[src/hdl/scc_pkg.sv]
// Functional notes
// - alt registers reachable only when alt map set
// - edge enable gates active edge flag
// - alt enable bit 1 gates bit error
// - alt enable bit 0 gates break detect
// - feature bit 7 switches infrared on
// - pulse select sets infrared pulse width
// - bit error mode picks sample tick
// - feature bit 0 enables break detect
// - main control always accessible, resets zero
// - bit 7 gates transmit empty request
// - bit 6 gates transmit done request
// - bit 5 gates receive full or overrun
// - bit 4 gates idle line request
// - bit 3 enables transmitter, owns pin
// - transmitter enable queues idle preamble
// - bit 2 enables receiver
// - bit 1 standby, hardware clears on wakeup
// - toggled break sends exactly one break
// - held break sends breaks back to back
// - length select sets break length; preamble frame fixed at ten bits
// - bit error flag on sampled mismatch
// - break detect flag on received break
// - active edge by receive polarity
package scc_pkg;
   localparam logic [7:0] ADDR_STATUS   = 8'h00;
   localparam logic [7:0] ADDR_ALT_IRQ  = 8'h04;
   localparam logic [7:0] ADDR_ALT_FEAT = 8'h08;
   localparam logic [7:0] ADDR_MAIN     = 8'h0c;
   localparam logic [7:0] ADDR_CFG      = 8'h10;
   localparam logic [7:0] RST_ZERO      = 8'h00;
   localparam int         B_ALT_MAP     = 7;
   localparam int         B_BRK_LONG    = 6;
   localparam int         B_RX_POLARITY       = 5;
   localparam int         B_LEN9        = 4;
   localparam int         B_EDGE        = 7;
   localparam int         B_BERR        = 1;
   localparam int         B_BKD         = 0;
   localparam logic [3:0] BRK_BITS_8    = 4'ha;
   localparam logic [3:0] BRK_BITS_9    = 4'hb;
   localparam logic [3:0] BRK_BITS_L8   = 4'hd;
   localparam logic [3:0] BRK_BITS_L9   = 4'he;
   localparam logic [3:0] FRAME_BITS    = 4'ha;
   localparam logic [3:0] TICK_LAST     = 4'hf;
   localparam logic [3:0] TICK_S9       = 4'h8;
   localparam logic [3:0] TICK_S13      = 4'hc;
   localparam logic [1:0] BEM_OFF       = 2'h0;
   localparam logic [1:0] BEM_T9        = 2'h1;
   localparam logic [1:0] BEM_T13       = 2'h2;
   localparam logic [1:0] TNP_3_16      = 2'h0;
   localparam logic [1:0] TNP_1_16      = 2'h1;
   localparam logic [1:0] TNP_1_32      = 2'h2;
   localparam logic [1:0] TNP_1_4       = 2'h3;
   localparam logic [5:0] W_3_16        = 6'h06;
   localparam logic [5:0] W_1_16        = 6'h02;
   localparam logic [5:0] W_1_32        = 6'h01;
   localparam logic [5:0] W_1_4         = 6'h08;

   typedef enum logic [1:0] {
      TX_IDLE     = 2'b00,
      TX_PREAMBLE = 2'b01,
      TX_BREAK    = 2'b10
   } scc_tx_state_type;

   typedef struct packed {
      logic tx_empty;
      logic tx_done;
      logic rx_full;
      logic overrun;
      logic line_quiet;
      logic wakeup;
   } scc_core_flags_type;
endpackage

[src/hdl/scc_ctrl.sv]
`timescale 1ns/100ps
module scc_ctrl
   import scc_pkg::*;
(
   // apb
   input  wire logic        pclk,
   input  wire logic        presetn,
   input  wire logic        psel,
   input  wire logic        penable,
   input  wire logic        pwrite,
   input  wire logic [7:0]  paddr,
   input  wire logic [31:0] pwdata,
   output logic      [31:0] prdata,
   output logic             pready,
   output logic             pslverr,
   // core flags and bit tick
   input  wire scc_core_flags_type core_flags,
   input  wire logic        bit_tick,
   // serial pins
   input  wire logic        rxd_pin,
   output logic             txd_out,
   output logic             txd_oe,
   // control outputs
   output logic             irq_q,
   output logic             rx_enable_q,
   output logic             infrared_on_q,
   output logic [5:0]       ir_pulse_q
);
   // registers
   logic [7:0]        alt_irq_enables_q;
   logic [7:0]        alt_feature_ctrl_q;
   logic [7:0]        main_ctrl_q;
   logic [7:0]        cfg_q;
   logic              rx_active_edge_flag_q;
   logic              biterr_flag_q;
   logic              brkdet_flag_q;
   logic              rx_s1_q;
   logic              rx_s2_q;
   logic              rx_s3_q;
   logic [3:0]        tick_q;
   logic [3:0]        bitcnt_q;
   logic [3:0]        zcnt_q;
   scc_tx_state_type  tx_state_q;
   logic              preamble_pend_q;
   logic              break_pend_q;
   logic              tx_bit;
   logic              wr_ok;
   logic              rd_ok;
   logic              alt_ok;
   logic              edge_seen;
   logic              berr_sample;
   logic [3:0]        brk_len;
   logic              irq_d;

   wire logic edge_irq_en      = alt_irq_enables_q[B_EDGE];
   wire logic biterr_irq_en    = alt_irq_enables_q[B_BERR];
   wire logic brkdet_irq_en    = alt_irq_enables_q[B_BKD];
   wire logic infrared_on      = alt_feature_ctrl_q[7];
   wire logic [1:0] ir_pulse_width_sel  = alt_feature_ctrl_q[6:5];
   wire logic [1:0] biterr_sample_mode  = alt_feature_ctrl_q[2:1];
   wire logic brkdet_circuit_on = alt_feature_ctrl_q[0];
   wire logic tx_empty_irq_en  = main_ctrl_q[7];
   wire logic tx_done_irq_en   = main_ctrl_q[6];
   wire logic rx_full_irq_en   = main_ctrl_q[5];
   wire logic line_quiet_irq_en = main_ctrl_q[4];
   wire logic tx_enable        = main_ctrl_q[3];
   wire logic rx_enable        = main_ctrl_q[2];
   wire logic rx_standby       = main_ctrl_q[1];
   wire logic break_send       = main_ctrl_q[0];
   wire logic alt_map_select   = cfg_q[B_ALT_MAP];
   wire logic long_break_sel   = cfg_q[B_BRK_LONG];
   wire logic rx_polarity      = cfg_q[B_RX_POLARITY];
   wire logic len9             = cfg_q[B_LEN9];

   function automatic logic [5:0] pulse_width(input logic [1:0] sel);
      unique case (sel)
         TNP_1_4:  pulse_width = W_1_4;
         TNP_1_32: pulse_width = W_1_32;
         TNP_1_16: pulse_width = W_1_16;
         TNP_3_16: pulse_width = W_3_16;
      endcase
   endfunction
   assign wr_ok  = psel && penable && pwrite;
   assign rd_ok  = psel && !pwrite;
   assign alt_ok = alt_map_select;
   // zero-wait slave; unmapped or hidden addresses answer pslverr
   always_ff @(posedge pclk or negedge presetn)
   begin
      if (!presetn)
      begin
         pready  <= 1'b0;
         pslverr <= 1'b0;
      end
      else
      begin
         pready  <= psel && !penable;
         pslverr <= psel && !penable && !(paddr == ADDR_STATUS || paddr == ADDR_MAIN ||
                    paddr == ADDR_CFG || ((paddr == ADDR_ALT_IRQ ||
                    paddr == ADDR_ALT_FEAT) && alt_ok));
      end
   end

   // writes land on the access edge, the one cycle that pready is high
   wire logic wr_now = wr_ok && pready;
   always_ff @(posedge pclk or negedge presetn)
   begin
      if (!presetn)
      begin
         alt_irq_enables_q  <= RST_ZERO;
         alt_feature_ctrl_q <= RST_ZERO;
         cfg_q              <= RST_ZERO;
      end
      else if (wr_now)
      begin
         if (paddr == ADDR_ALT_IRQ && alt_ok)
            alt_irq_enables_q <= pwdata[7:0] & 8'h83;
         if (paddr == ADDR_ALT_FEAT && alt_ok)
            alt_feature_ctrl_q <= pwdata[7:0] & 8'he7;
         if (paddr == ADDR_CFG)
            cfg_q <= pwdata[7:0] & 8'hf0;
      end
   end

   always_ff @(posedge pclk or negedge presetn)
   begin
      if (!presetn)
         main_ctrl_q <= RST_ZERO;
      else if (wr_now && paddr == ADDR_MAIN)
         main_ctrl_q <= pwdata[7:0];
      else if (core_flags.wakeup)
         main_ctrl_q[1] <= 1'b0;
   end

   always_ff @(posedge pclk or negedge presetn)
   begin
      if (!presetn)
         prdata <= 32'h0000_0000;
      else if (rd_ok && !penable)
      begin
         prdata <= 32'h0000_0000;
         unique case (paddr)
            ADDR_STATUS:   prdata[7:0] <= {rx_active_edge_flag_q, 5'h00, biterr_flag_q,
                                           brkdet_flag_q};
            ADDR_ALT_IRQ:  prdata[7:0] <= alt_ok ? alt_irq_enables_q : RST_ZERO;
            ADDR_ALT_FEAT: prdata[7:0] <= alt_ok ? alt_feature_ctrl_q : RST_ZERO;
            ADDR_MAIN:     prdata[7:0] <= main_ctrl_q;
            ADDR_CFG:      prdata[7:0] <= cfg_q;
            default:       prdata[7:0] <= RST_ZERO;
         endcase
      end
   end

   // receive pin synchroniser
   always_ff @(posedge pclk or negedge presetn)
   begin
      if (!presetn)
      begin
         rx_s1_q <= 1'b1;
         rx_s2_q <= 1'b1;
         rx_s3_q <= 1'b1;
      end
      else
      begin
         rx_s1_q <= rxd_pin;
         rx_s2_q <= rx_s1_q;
         rx_s3_q <= rx_s2_q;
      end
   end

   assign edge_seen = rx_polarity ? (rx_s2_q && !rx_s3_q) : (!rx_s2_q && rx_s3_q);
   // write-one-to-clear flags, cleared only while the alt map is set; a set in the same cycle wins
   wire logic st_clr = wr_now && paddr == ADDR_STATUS && alt_ok;
   always_ff @(posedge pclk or negedge presetn)
   begin
      if (!presetn)
         rx_active_edge_flag_q <= 1'b0;
      else if (edge_seen)
         rx_active_edge_flag_q <= 1'b1;
      else if (st_clr && pwdata[B_EDGE])
         rx_active_edge_flag_q <= 1'b0;
   end

   // tick counter, 16 ticks per bit
   always_ff @(posedge pclk or negedge presetn)
   begin
      if (!presetn)
         tick_q <= 4'h0;
      else if (bit_tick)
         tick_q <= tick_q + 4'h1;
   end
   wire logic bit_end = bit_tick && tick_q == TICK_LAST;
   always_comb
   begin
      berr_sample = 1'b0;
      if (bit_tick && tx_enable)
      begin
         if (biterr_sample_mode == BEM_T9)
            berr_sample = tick_q == TICK_S9;
         else if (biterr_sample_mode == BEM_T13)
            berr_sample = tick_q == TICK_S13;
      end
   end

   always_ff @(posedge pclk or negedge presetn)
   begin
      if (!presetn)
         biterr_flag_q <= 1'b0;
      else if (berr_sample && rx_s2_q != tx_bit)
         biterr_flag_q <= 1'b1;
      else if (st_clr && pwdata[B_BERR])
         biterr_flag_q <= 1'b0;
   end

   assign brk_len = long_break_sel ? (len9 ? BRK_BITS_L9 : BRK_BITS_L8)
                                   : (len9 ? BRK_BITS_9 : BRK_BITS_8);

   // zero-bit run counter for break detection
   always_ff @(posedge pclk or negedge presetn)
   begin
      if (!presetn)
         zcnt_q <= 4'h0;
      else if (bit_end)
         zcnt_q <= rx_s2_q ? 4'h0 : (zcnt_q == TICK_LAST ? zcnt_q : zcnt_q + 4'h1);
   end
   // break detect when enabled; an all-zero character stops one bit short, or four bits short with long breaks
   always_ff @(posedge pclk or negedge presetn)
   begin
      if (!presetn)
         brkdet_flag_q <= 1'b0;
      else if (brkdet_circuit_on && bit_end && !rx_s2_q && zcnt_q == brk_len - 4'h1)
         brkdet_flag_q <= 1'b1;
      else if (st_clr && pwdata[B_BKD])
         brkdet_flag_q <= 1'b0;
   end

   // transmit sequencer: preamble and break characters
   // enable written from off queues preamble
   always_ff @(posedge pclk or negedge presetn)
   begin
      if (!presetn)
         preamble_pend_q <= 1'b0;
      else if (wr_now && paddr == ADDR_MAIN && pwdata[3] && !tx_enable)
         preamble_pend_q <= 1'b1;
      else if (tx_state_q == TX_PREAMBLE)
         preamble_pend_q <= 1'b0;
   end
   // break bit cleared before the next bit boundary still counts
   always_ff @(posedge pclk or negedge presetn)
   begin
      if (!presetn)
         break_pend_q <= 1'b0;
      else if (wr_now && paddr == ADDR_MAIN && pwdata[0])
         break_pend_q <= 1'b1;
      else if (tx_state_q == TX_BREAK || !tx_enable)
         break_pend_q <= 1'b0;
   end
   always_ff @(posedge pclk or negedge presetn)
   begin
      if (!presetn)
      begin
         tx_state_q <= TX_IDLE;
         bitcnt_q   <= 4'h0;
      end
      else if (!tx_enable)
      begin
         tx_state_q <= TX_IDLE;
         bitcnt_q   <= 4'h0;
      end
      else if (bit_end)
      begin
         unique case (tx_state_q)
            TX_IDLE:
            begin
               bitcnt_q <= 4'h0;
               if (preamble_pend_q)
                  tx_state_q <= TX_PREAMBLE;
               else if (break_send || break_pend_q)
                  tx_state_q <= TX_BREAK;
            end
            TX_PREAMBLE:
            begin
               bitcnt_q <= bitcnt_q + 4'h1;
               if (bitcnt_q == FRAME_BITS - 4'h1)
                  tx_state_q <= TX_IDLE;
            end
            TX_BREAK:
            begin
               bitcnt_q <= bitcnt_q + 4'h1;
               if (bitcnt_q == brk_len - 4'h1)
               begin
                  bitcnt_q <= 4'h0;
                  tx_state_q <= break_send ? TX_BREAK : TX_IDLE;
               end
            end
            default: tx_state_q <= TX_IDLE;
         endcase
      end
   end
   assign tx_bit = tx_state_q != TX_BREAK;
   always_ff @(posedge pclk or negedge presetn)
   begin
      if (!presetn)
      begin
         txd_out <= 1'b1;
         txd_oe  <= 1'b0;
      end
      else
      begin
         txd_out <= tx_bit;
         txd_oe  <= tx_enable;
      end
   end

   always_comb
   begin
      irq_d = 1'b0;
      irq_d = irq_d | (rx_active_edge_flag_q & edge_irq_en);
      irq_d = irq_d | (biterr_flag_q & biterr_irq_en);
      irq_d = irq_d | (brkdet_flag_q & brkdet_irq_en);
      irq_d = irq_d | (core_flags.tx_empty & tx_empty_irq_en);
      irq_d = irq_d | (core_flags.tx_done & tx_done_irq_en);
      irq_d = irq_d | ((core_flags.rx_full | core_flags.overrun) & rx_full_irq_en & !rx_standby);
      irq_d = irq_d | (core_flags.line_quiet & line_quiet_irq_en & !rx_standby);
   end

   always_ff @(posedge pclk or negedge presetn)
   begin
      if (!presetn)
      begin
         irq_q         <= 1'b0;
         rx_enable_q   <= 1'b0;
         infrared_on_q <= 1'b0;
         ir_pulse_q    <= W_3_16;
      end
      else
      begin
         irq_q         <= irq_d;
         rx_enable_q   <= rx_enable;
         infrared_on_q <= infrared_on;
         ir_pulse_q    <= pulse_width(ir_pulse_width_sel);
      end
   end
   AST_MAIN_RESET: assert property (@(posedge pclk) $rose(presetn) |-> main_ctrl_q == RST_ZERO)
      else $error("main control not zero after reset");
   AST_ALT_HIDDEN: assert property (@(posedge pclk) disable iff (!presetn)
      (wr_now && paddr == ADDR_ALT_IRQ && !alt_map_select) |=> $stable(alt_irq_enables_q))
      else $error("alt register written while hidden");
   AST_EDGE_IRQ: assert property (@(posedge pclk) disable iff (!presetn)
      (rx_active_edge_flag_q && edge_irq_en) |=> irq_q)
      else $error("edge request missing");
   AST_BERR_IRQ: assert property (@(posedge pclk) disable iff (!presetn)
      (biterr_flag_q && alt_irq_enables_q[1]) |=> irq_q)
      else $error("bit error request missing");
   AST_BKD_IRQ: assert property (@(posedge pclk) disable iff (!presetn)
      (brkdet_flag_q && alt_irq_enables_q[0]) |=> irq_q)
      else $error("break detect request missing");
   AST_TXE_IRQ: assert property (@(posedge pclk) disable iff (!presetn)
      (core_flags.tx_empty && main_ctrl_q[7]) |=> irq_q)
      else $error("transmit empty request missing");
   AST_NO_IRQ: assert property (@(posedge pclk) disable iff (!presetn)
      (alt_irq_enables_q == RST_ZERO && main_ctrl_q[7:4] == 4'h0) |=> !irq_q)
      else $error("spurious request");
   AST_TX_PIN: assert property (@(posedge pclk) disable iff (!presetn)
      tx_enable |=> txd_oe)
      else $error("transmit pin not driven");
   AST_BRK_LOW: assert property (@(posedge pclk) disable iff (!presetn)
      (tx_state_q == TX_BREAK) |=> !txd_out)
      else $error("break not driven low");
   AST_STANDBY_CLR: assert property (@(posedge pclk) disable iff (!presetn)
      (core_flags.wakeup && !(wr_now && paddr == ADDR_MAIN)) |=> !main_ctrl_q[1])
      else $error("standby not cleared on wakeup");
endmodule

[config.mk]
export PLATFORM = sky130hd
export DESIGN_NAME = scc_ctrl
export DESIGN_NICKNAME = d
export VERILOG_FILES = /design/src/hdl/scc_pkg.sv /design/src/hdl/scc_ctrl.sv
export SDC_FILE = /design/constraint.sdc
export NUM_CORES = 1
export LEC_CHECK = 0
export BUFFER_PORTS_ARGS = -buffer_cell sky130_fd_sc_hd__buf_2
export CAP_MARGIN = 10
export CORE_MARGIN = 4
export CORE_UTILIZATION = 35
export CTS_BUF_LIST = sky130_fd_sc_hd__clkbuf_8
export CTS_CLUSTER_DIAMETER = 30
export DETAILED_ROUTE_END_ITERATION = 6
export SLEW_MARGIN = 20
export SYNTH_ARGS = -nofsm -noshare
export SYNTH_HDL_FRONTEND = slang
export SYNTH_SLANG_ARGS = --single-unit
[constraint.sdc]
create_clock -name pclk -period 1.9 [get_ports pclk]
set_input_delay 0 -clock pclk [delete_from_list [all_inputs] [get_ports pclk]]
set_output_delay 0 -clock pclk [all_outputs]
set_load 0.05 [all_outputs]
# Word-level counts from Yosys, hierarchy flattened
# Index checks and enable logic that the tools add are counted.
# word_totals
regBits,64
in_bits,53
out_inout_bits,45
# op_classes
add_sub_neg,4
n_eq_ne,26
n_mux,37
bitwise_logic,16
n_reduce_logical,55
# op_table
cell,n
$pmux 8 s5,1
$logic_and 1x1->1,27
$pmux 6 s4,1
$eq 4x4->1 const B,5
$mux 4,5
$mux 1,17
$eq 8x4->1 const B,2
$mux 2,8
$mux 8,2
$add 4x1->4 const B,3
$pmux 4 s3,1
$reduce_bool 2->1,6
$reduce_and 2->1,5
$and 1x1->1,9
$eq 2x2->1 const B,4
$eq 4x4->1,2
$eq 8x3->1 const B,1
$eq 8x5->1 const B,1
$logic_not 8->1,1
$logic_not 1->1,7
$or 1x1->1,7
$eq 2x1->1 const B,3
$logic_or 1x1->1,6
$ne 3x2->1 const B,2
other kinds (10),12

# Depth between registers and ports, before layout
# depth
word_depth,8
mapped_depth,7

# Worst setup path after synthesis
# No wires, ideal clock.
# synth_timing
path_kind,register to register
from,register pready
to,register main_ctrl_q[0]
t_arrival_ps,1747
required_time_ps,1775
slack_ps,29
path_stages_with_launch,6
n_path_buf,1
synth_period_minus_slack_ps,1871
cell_sequence,dfrtp_1 nand4_1 nor3_1 and2_1 buf_6 mux2_2
# synth_via
elab_chain_len,2
# synth_rtl
item,line,text
from (decl),scc_ctrl.sv:14,"output logic pready,"
from (signal assigned),scc_ctrl.sv:96,pready <= psel && !penable;
$logic_and 1x1->1,scc_ctrl.sv:104,wire logic wr_now = wr_ok && pready;
$logic_and 1x1->1,scc_ctrl.sv:128,else if (wr_now && paddr == ADDR_MAIN)
to (signal assigned),scc_ctrl.sv:129,main_ctrl_q <= pwdata[7:0];
to (decl),scc_ctrl.sv:32,logic [7:0] main_ctrl_q;
# Every way passes these cells.
# A chain may end at the register's enable or synchronous reset.

# Worst setup path after layout
# layout_timing
from,register cfg_q[6]
to,register bitcnt_q[2]
# layout_via
elab_chain_len,7
# layout_rtl
item,line,text
from (decl),scc_ctrl.sv:33,logic [7:0] cfg_q;
from (signal assigned),scc_ctrl.sv:120,cfg_q <= pwdata[7:0] & 8'hf0;
$mux 3,scc_ctrl.sv:214,assign brk_len = long_break_sel ? (len9 ? BRK_BITS_L9 : BRK_BITS_L8)
$sub 4x1->4,scc_ctrl.sv:289,if (bitcnt_q == brk_len - 4'h1)
$eq 4x4->1,scc_ctrl.sv:289,
$mux 4,scc_ctrl.sv:289,
$pmux 4 s3,scc_ctrl.sv:271,unique case (tx_state_q)
$mux 4,scc_ctrl.sv:269,else if (bit_end)
$mux 4,scc_ctrl.sv:264,else if (!tx_enable)
to (signal assigned),scc_ctrl.sv:282,bitcnt_q <= bitcnt_q + 4'h1;
to (signal assigned),scc_ctrl.sv:288,bitcnt_q <= bitcnt_q + 4'h1;
to (decl),scc_ctrl.sv:41,logic [3:0] bitcnt_q;
# Every way passes these cells. The select of a mux whose other input is x is not followed.

==> key figures <==
Die
  – Full die area: 10700 um2
  – Row count: 34
  – Initial Util: 36.2%
  – Die Y: 103 um
  – Core ar.: 8810 um2
  – Die Width: 103 um
  – Boundary Pins: 98

Final layout
  – Final Instance Area: 3950 um2
  – Nets: 457
  – Diode count: 0
  – Area Overhead vs Synth: 23.8%
  – Cell Count, Final, Fillers Out: 507
  – Area occupied by multi-input gates: 1470 um2
  – Fillers: 863
  – Layout cells sized above 1: 27.8%
  – Sequential standard cell area: 1560 um2

Setup path
  – Reg2reg setup slack: 0.09 ns
  – CP Launch Type: flop
  – Crit-path cells: buf_4 -> inv_1 -> ha_1 -> xnor2_1 -> a41oi_2 -> buf_4 -> o221ai_2 -> nand2_1
  – Worst endpoint required time: 2.13 ns
  – Crit path max-delay family: buffers and inverters
  – Worst EP arrival: 2.03 ns
  – Critical setup path kind: flop to flop
  – Crit path buffers/inverters: 3
  – Crit-path max cell delay: 0.41 ns
  – Critical path capture point type: flop
  – Crit path max fanout: 7
  – Most frequent CP cell: buf_4
  – Slowest cell on crit path: dfrtp_1

Synth
  – Most frequent cells after synthesis: dfrtp_1, nand2_1, o21ai_0
  – Yosys warnings: 0
  – Share of flip-flops with an asynchronous set or reset: 100%
  – Average size of a mapped cell: 10.2 um2
  – Share of the yosys chip area belonging to registers: 48.9%
  – Area contributors post-synth: dfrtp_1, mux2_2, buf_4
  – Top FF cell, synth: dfrtp_1
  – Top-area cell type share of the netlist area: 44.0%
  – Gate Count Post-Synth: 313
  – Area leader, netlist: dfrtp_1
  – Cell variety after synth: 46
  – Count leader, synth: dfrtp_1
  – EDFF count, synth: 0
  – #FFs+latches synth: 62
  – Mapped cell area: 3190 um2

Timing
  – Period utilization: 95.1%
  – Worst Skew: 0.00818 ns
  – Min cycle time layout: 1.81 ns
  – Setup ws final: 0.0930 ns
  – Slew margin rel.: 63.1%
  – Fin. max-slew vios: 0
  – Actual slew at the worst max-slew pin: 0.554 ns
  – Final setup vio count: 0
  – Final hold viol count: 0
  – Fmax: 553 MHz
  – RSZ-0062 raised after global routing: true

Pwr
  – Design Power: 3080 uW
  – Pwr Density: 781 nW/um2
  – Max VDD drop: 0.423 mV
  – Lkg Pwr: 0.00188 uW

Job
  – Max-Cap Viols: 0

Hold path
  – Worst hold path type: input pin to flop

Place
  – Dpl ws: -0.0162 ns
  – Placer Congestion: 0.768
  – Placed Area: 3550 um2
  – Final HPWL DP: 5.27 mm
  – Inst Count DP: 474
  – IO Port Bufs: 47

Detailed routing
  – Total number of vias: 2466
  – Routed WL: 6.99 mm
  – Wirelength per Cell: 13.8 um
  – Drt via density: 4.86
  – Iteration-0 DRC count of the detailed router: 73
  – ANT nets after route: 0
  – # DRC: 0
  – Pre-Repair DR Iteration Count: 4

Clocking
  – Max Buffers Root-to-Sink: 2
  – CTS Buf Count: 9
  – Clk slew on worst S/H paths: 0.08 ns
  – Insertion delay to the later sink of the worst-skew pair: 0.34 ns
  – Clock Tree Root: clkbuf_8
  – # H-tree levels: 3
  – CTS tree: yes
  – Clk sinks: 62

Global routing
  – Largest net degree at the start of global routing: 26
  – Number of global-route vias before repair: 2284
  – Initial antenna violation count: 0
  – First-pass GRT wire length: 11.0 mm
  – Overall routing resource usage: 13.4%
  – Overflow after GRT: 0

Outcome
  – Status: finished clean
## registers in the layout, summed over array words and instances, names as in the netlist, 2 cells and up
| name | count |
|---|---|
| main_ctrl_q | 8 |
| cfg_q | 4 |
| zcnt_q | 4 |
| alt_irq_enables_q | 3 |
| tick_q | 4 |
| ir_pulse_q | 4 |
| prdata | 8 |
| bitcnt_q | 4 |
| alt_feature_ctrl_q | 6 |
| tx_state_q | 2 |
## per-layer routing
layer / routed length [um] / part of all wire (%) / vias up / track usage (%)
met4: 87 / 1.2 / 0 / 3.88
li1: - / - / 1218 / -
met5: 0 / 0 / - / 0
met2: 3410 / 49 / 60 / 22.3
met1: 3130 / 45 / 1177 / 16.9
met3: 365 / 5.2 / 11 / 4.02
## worst min-delay path, stage by stage
cell and delay [ns]:
buf_2 0.10, nor2_1 0.09, a21boi_0 0.15
## placed cells by master, fill, tap and decap left out, types with 7 or more instances in the layout
cell type	n
buf_2	47
buf_4	16
clkbuf_8	9
conb_1	26
dfrtp_1	56
dlygate4sd3_1	16
ha_1	9
inv_1	11
mux2_2	18
nand2_1	42
nand3_1	9
nor2_1	14
o21ai_0	26
xnor2_1	7
## through the flow
step | hold slack, ns | util, % | TNS, ns
finish | 0.0361 | 44.8 | 0
global route | 0.0513 | 44.8 | -0.0815
CTS | 0.0321 | 44.5 | 0
detailed placement | 0.0226 | 40.3 | -0.0162
global placement | 0.0175 | 40.3 | 0
floorplan | -0.296 | - | 0
## cell type report
cell class	instances	share of cell area, %
clock inverter	7	2.09
multi-input combinational	229	37.1
inverter	12	1.14
timing repair buffer	80	13.6
clock buffer	9	3.14
tap	108	3.42
sequential	62	39.5
## path summary, 6_finish.rpt
| kind | startpoint | end | cells after the start |
|---|---|---|---|
| max reg2reg | cfg_q[6]$_DFFE_PN0P_ | bitcnt_q[2]$_DFFE_PN0P_ | 8 |
| max in group asynchronous | presetn | ir_pulse_q[2]$_DFF_PN1_ | 3 |
| min in group asynchronous | presetn | zcnt_q[1]$_DFFE_PN0P_ | 2 |
| min reg2reg | rx_s1_q$_DFF_PN1_ | rx_s2_q$_DFF_PN1_ | 0 |
| min | paddr[1] | pslverr$_DFF_PN0_ | 3 |
| max | cfg_q[6]$_DFFE_PN0P_ | bitcnt_q[2]$_DFFE_PN0P_ | 8 |
## power by group
group | internal, uW | switching [uW]
combinational | 138 | 271
sequential | 1390 | 89.0
clock | 623 | 573
total | 2150 | 933
## cell families after synthesis
family	Yosys count	synth area share [%]
other	1	0.118
AO/OA/AOI/OAI	65	13.4
multiplexers	18	6.36
XOR/XNOR	12	3.30
AND/OR/NAND/NOR	98	15.1
flip-flops	62	48.9
buffers and inverters	47	8.87
adder cells (fa/ha/maj)	10	3.92
## timing repair
item | 4_1_cts | 5_1_grt
endpoints found under the setup margin | 3 | 7
pin swaps | 0 | 4
hold endpoints to repair | 53 | 0
hold buffers | 16 | 0
gates resized for setup | 1 | 5
setup buffers | 0 | 1
(Power assumes the default switching activity.)
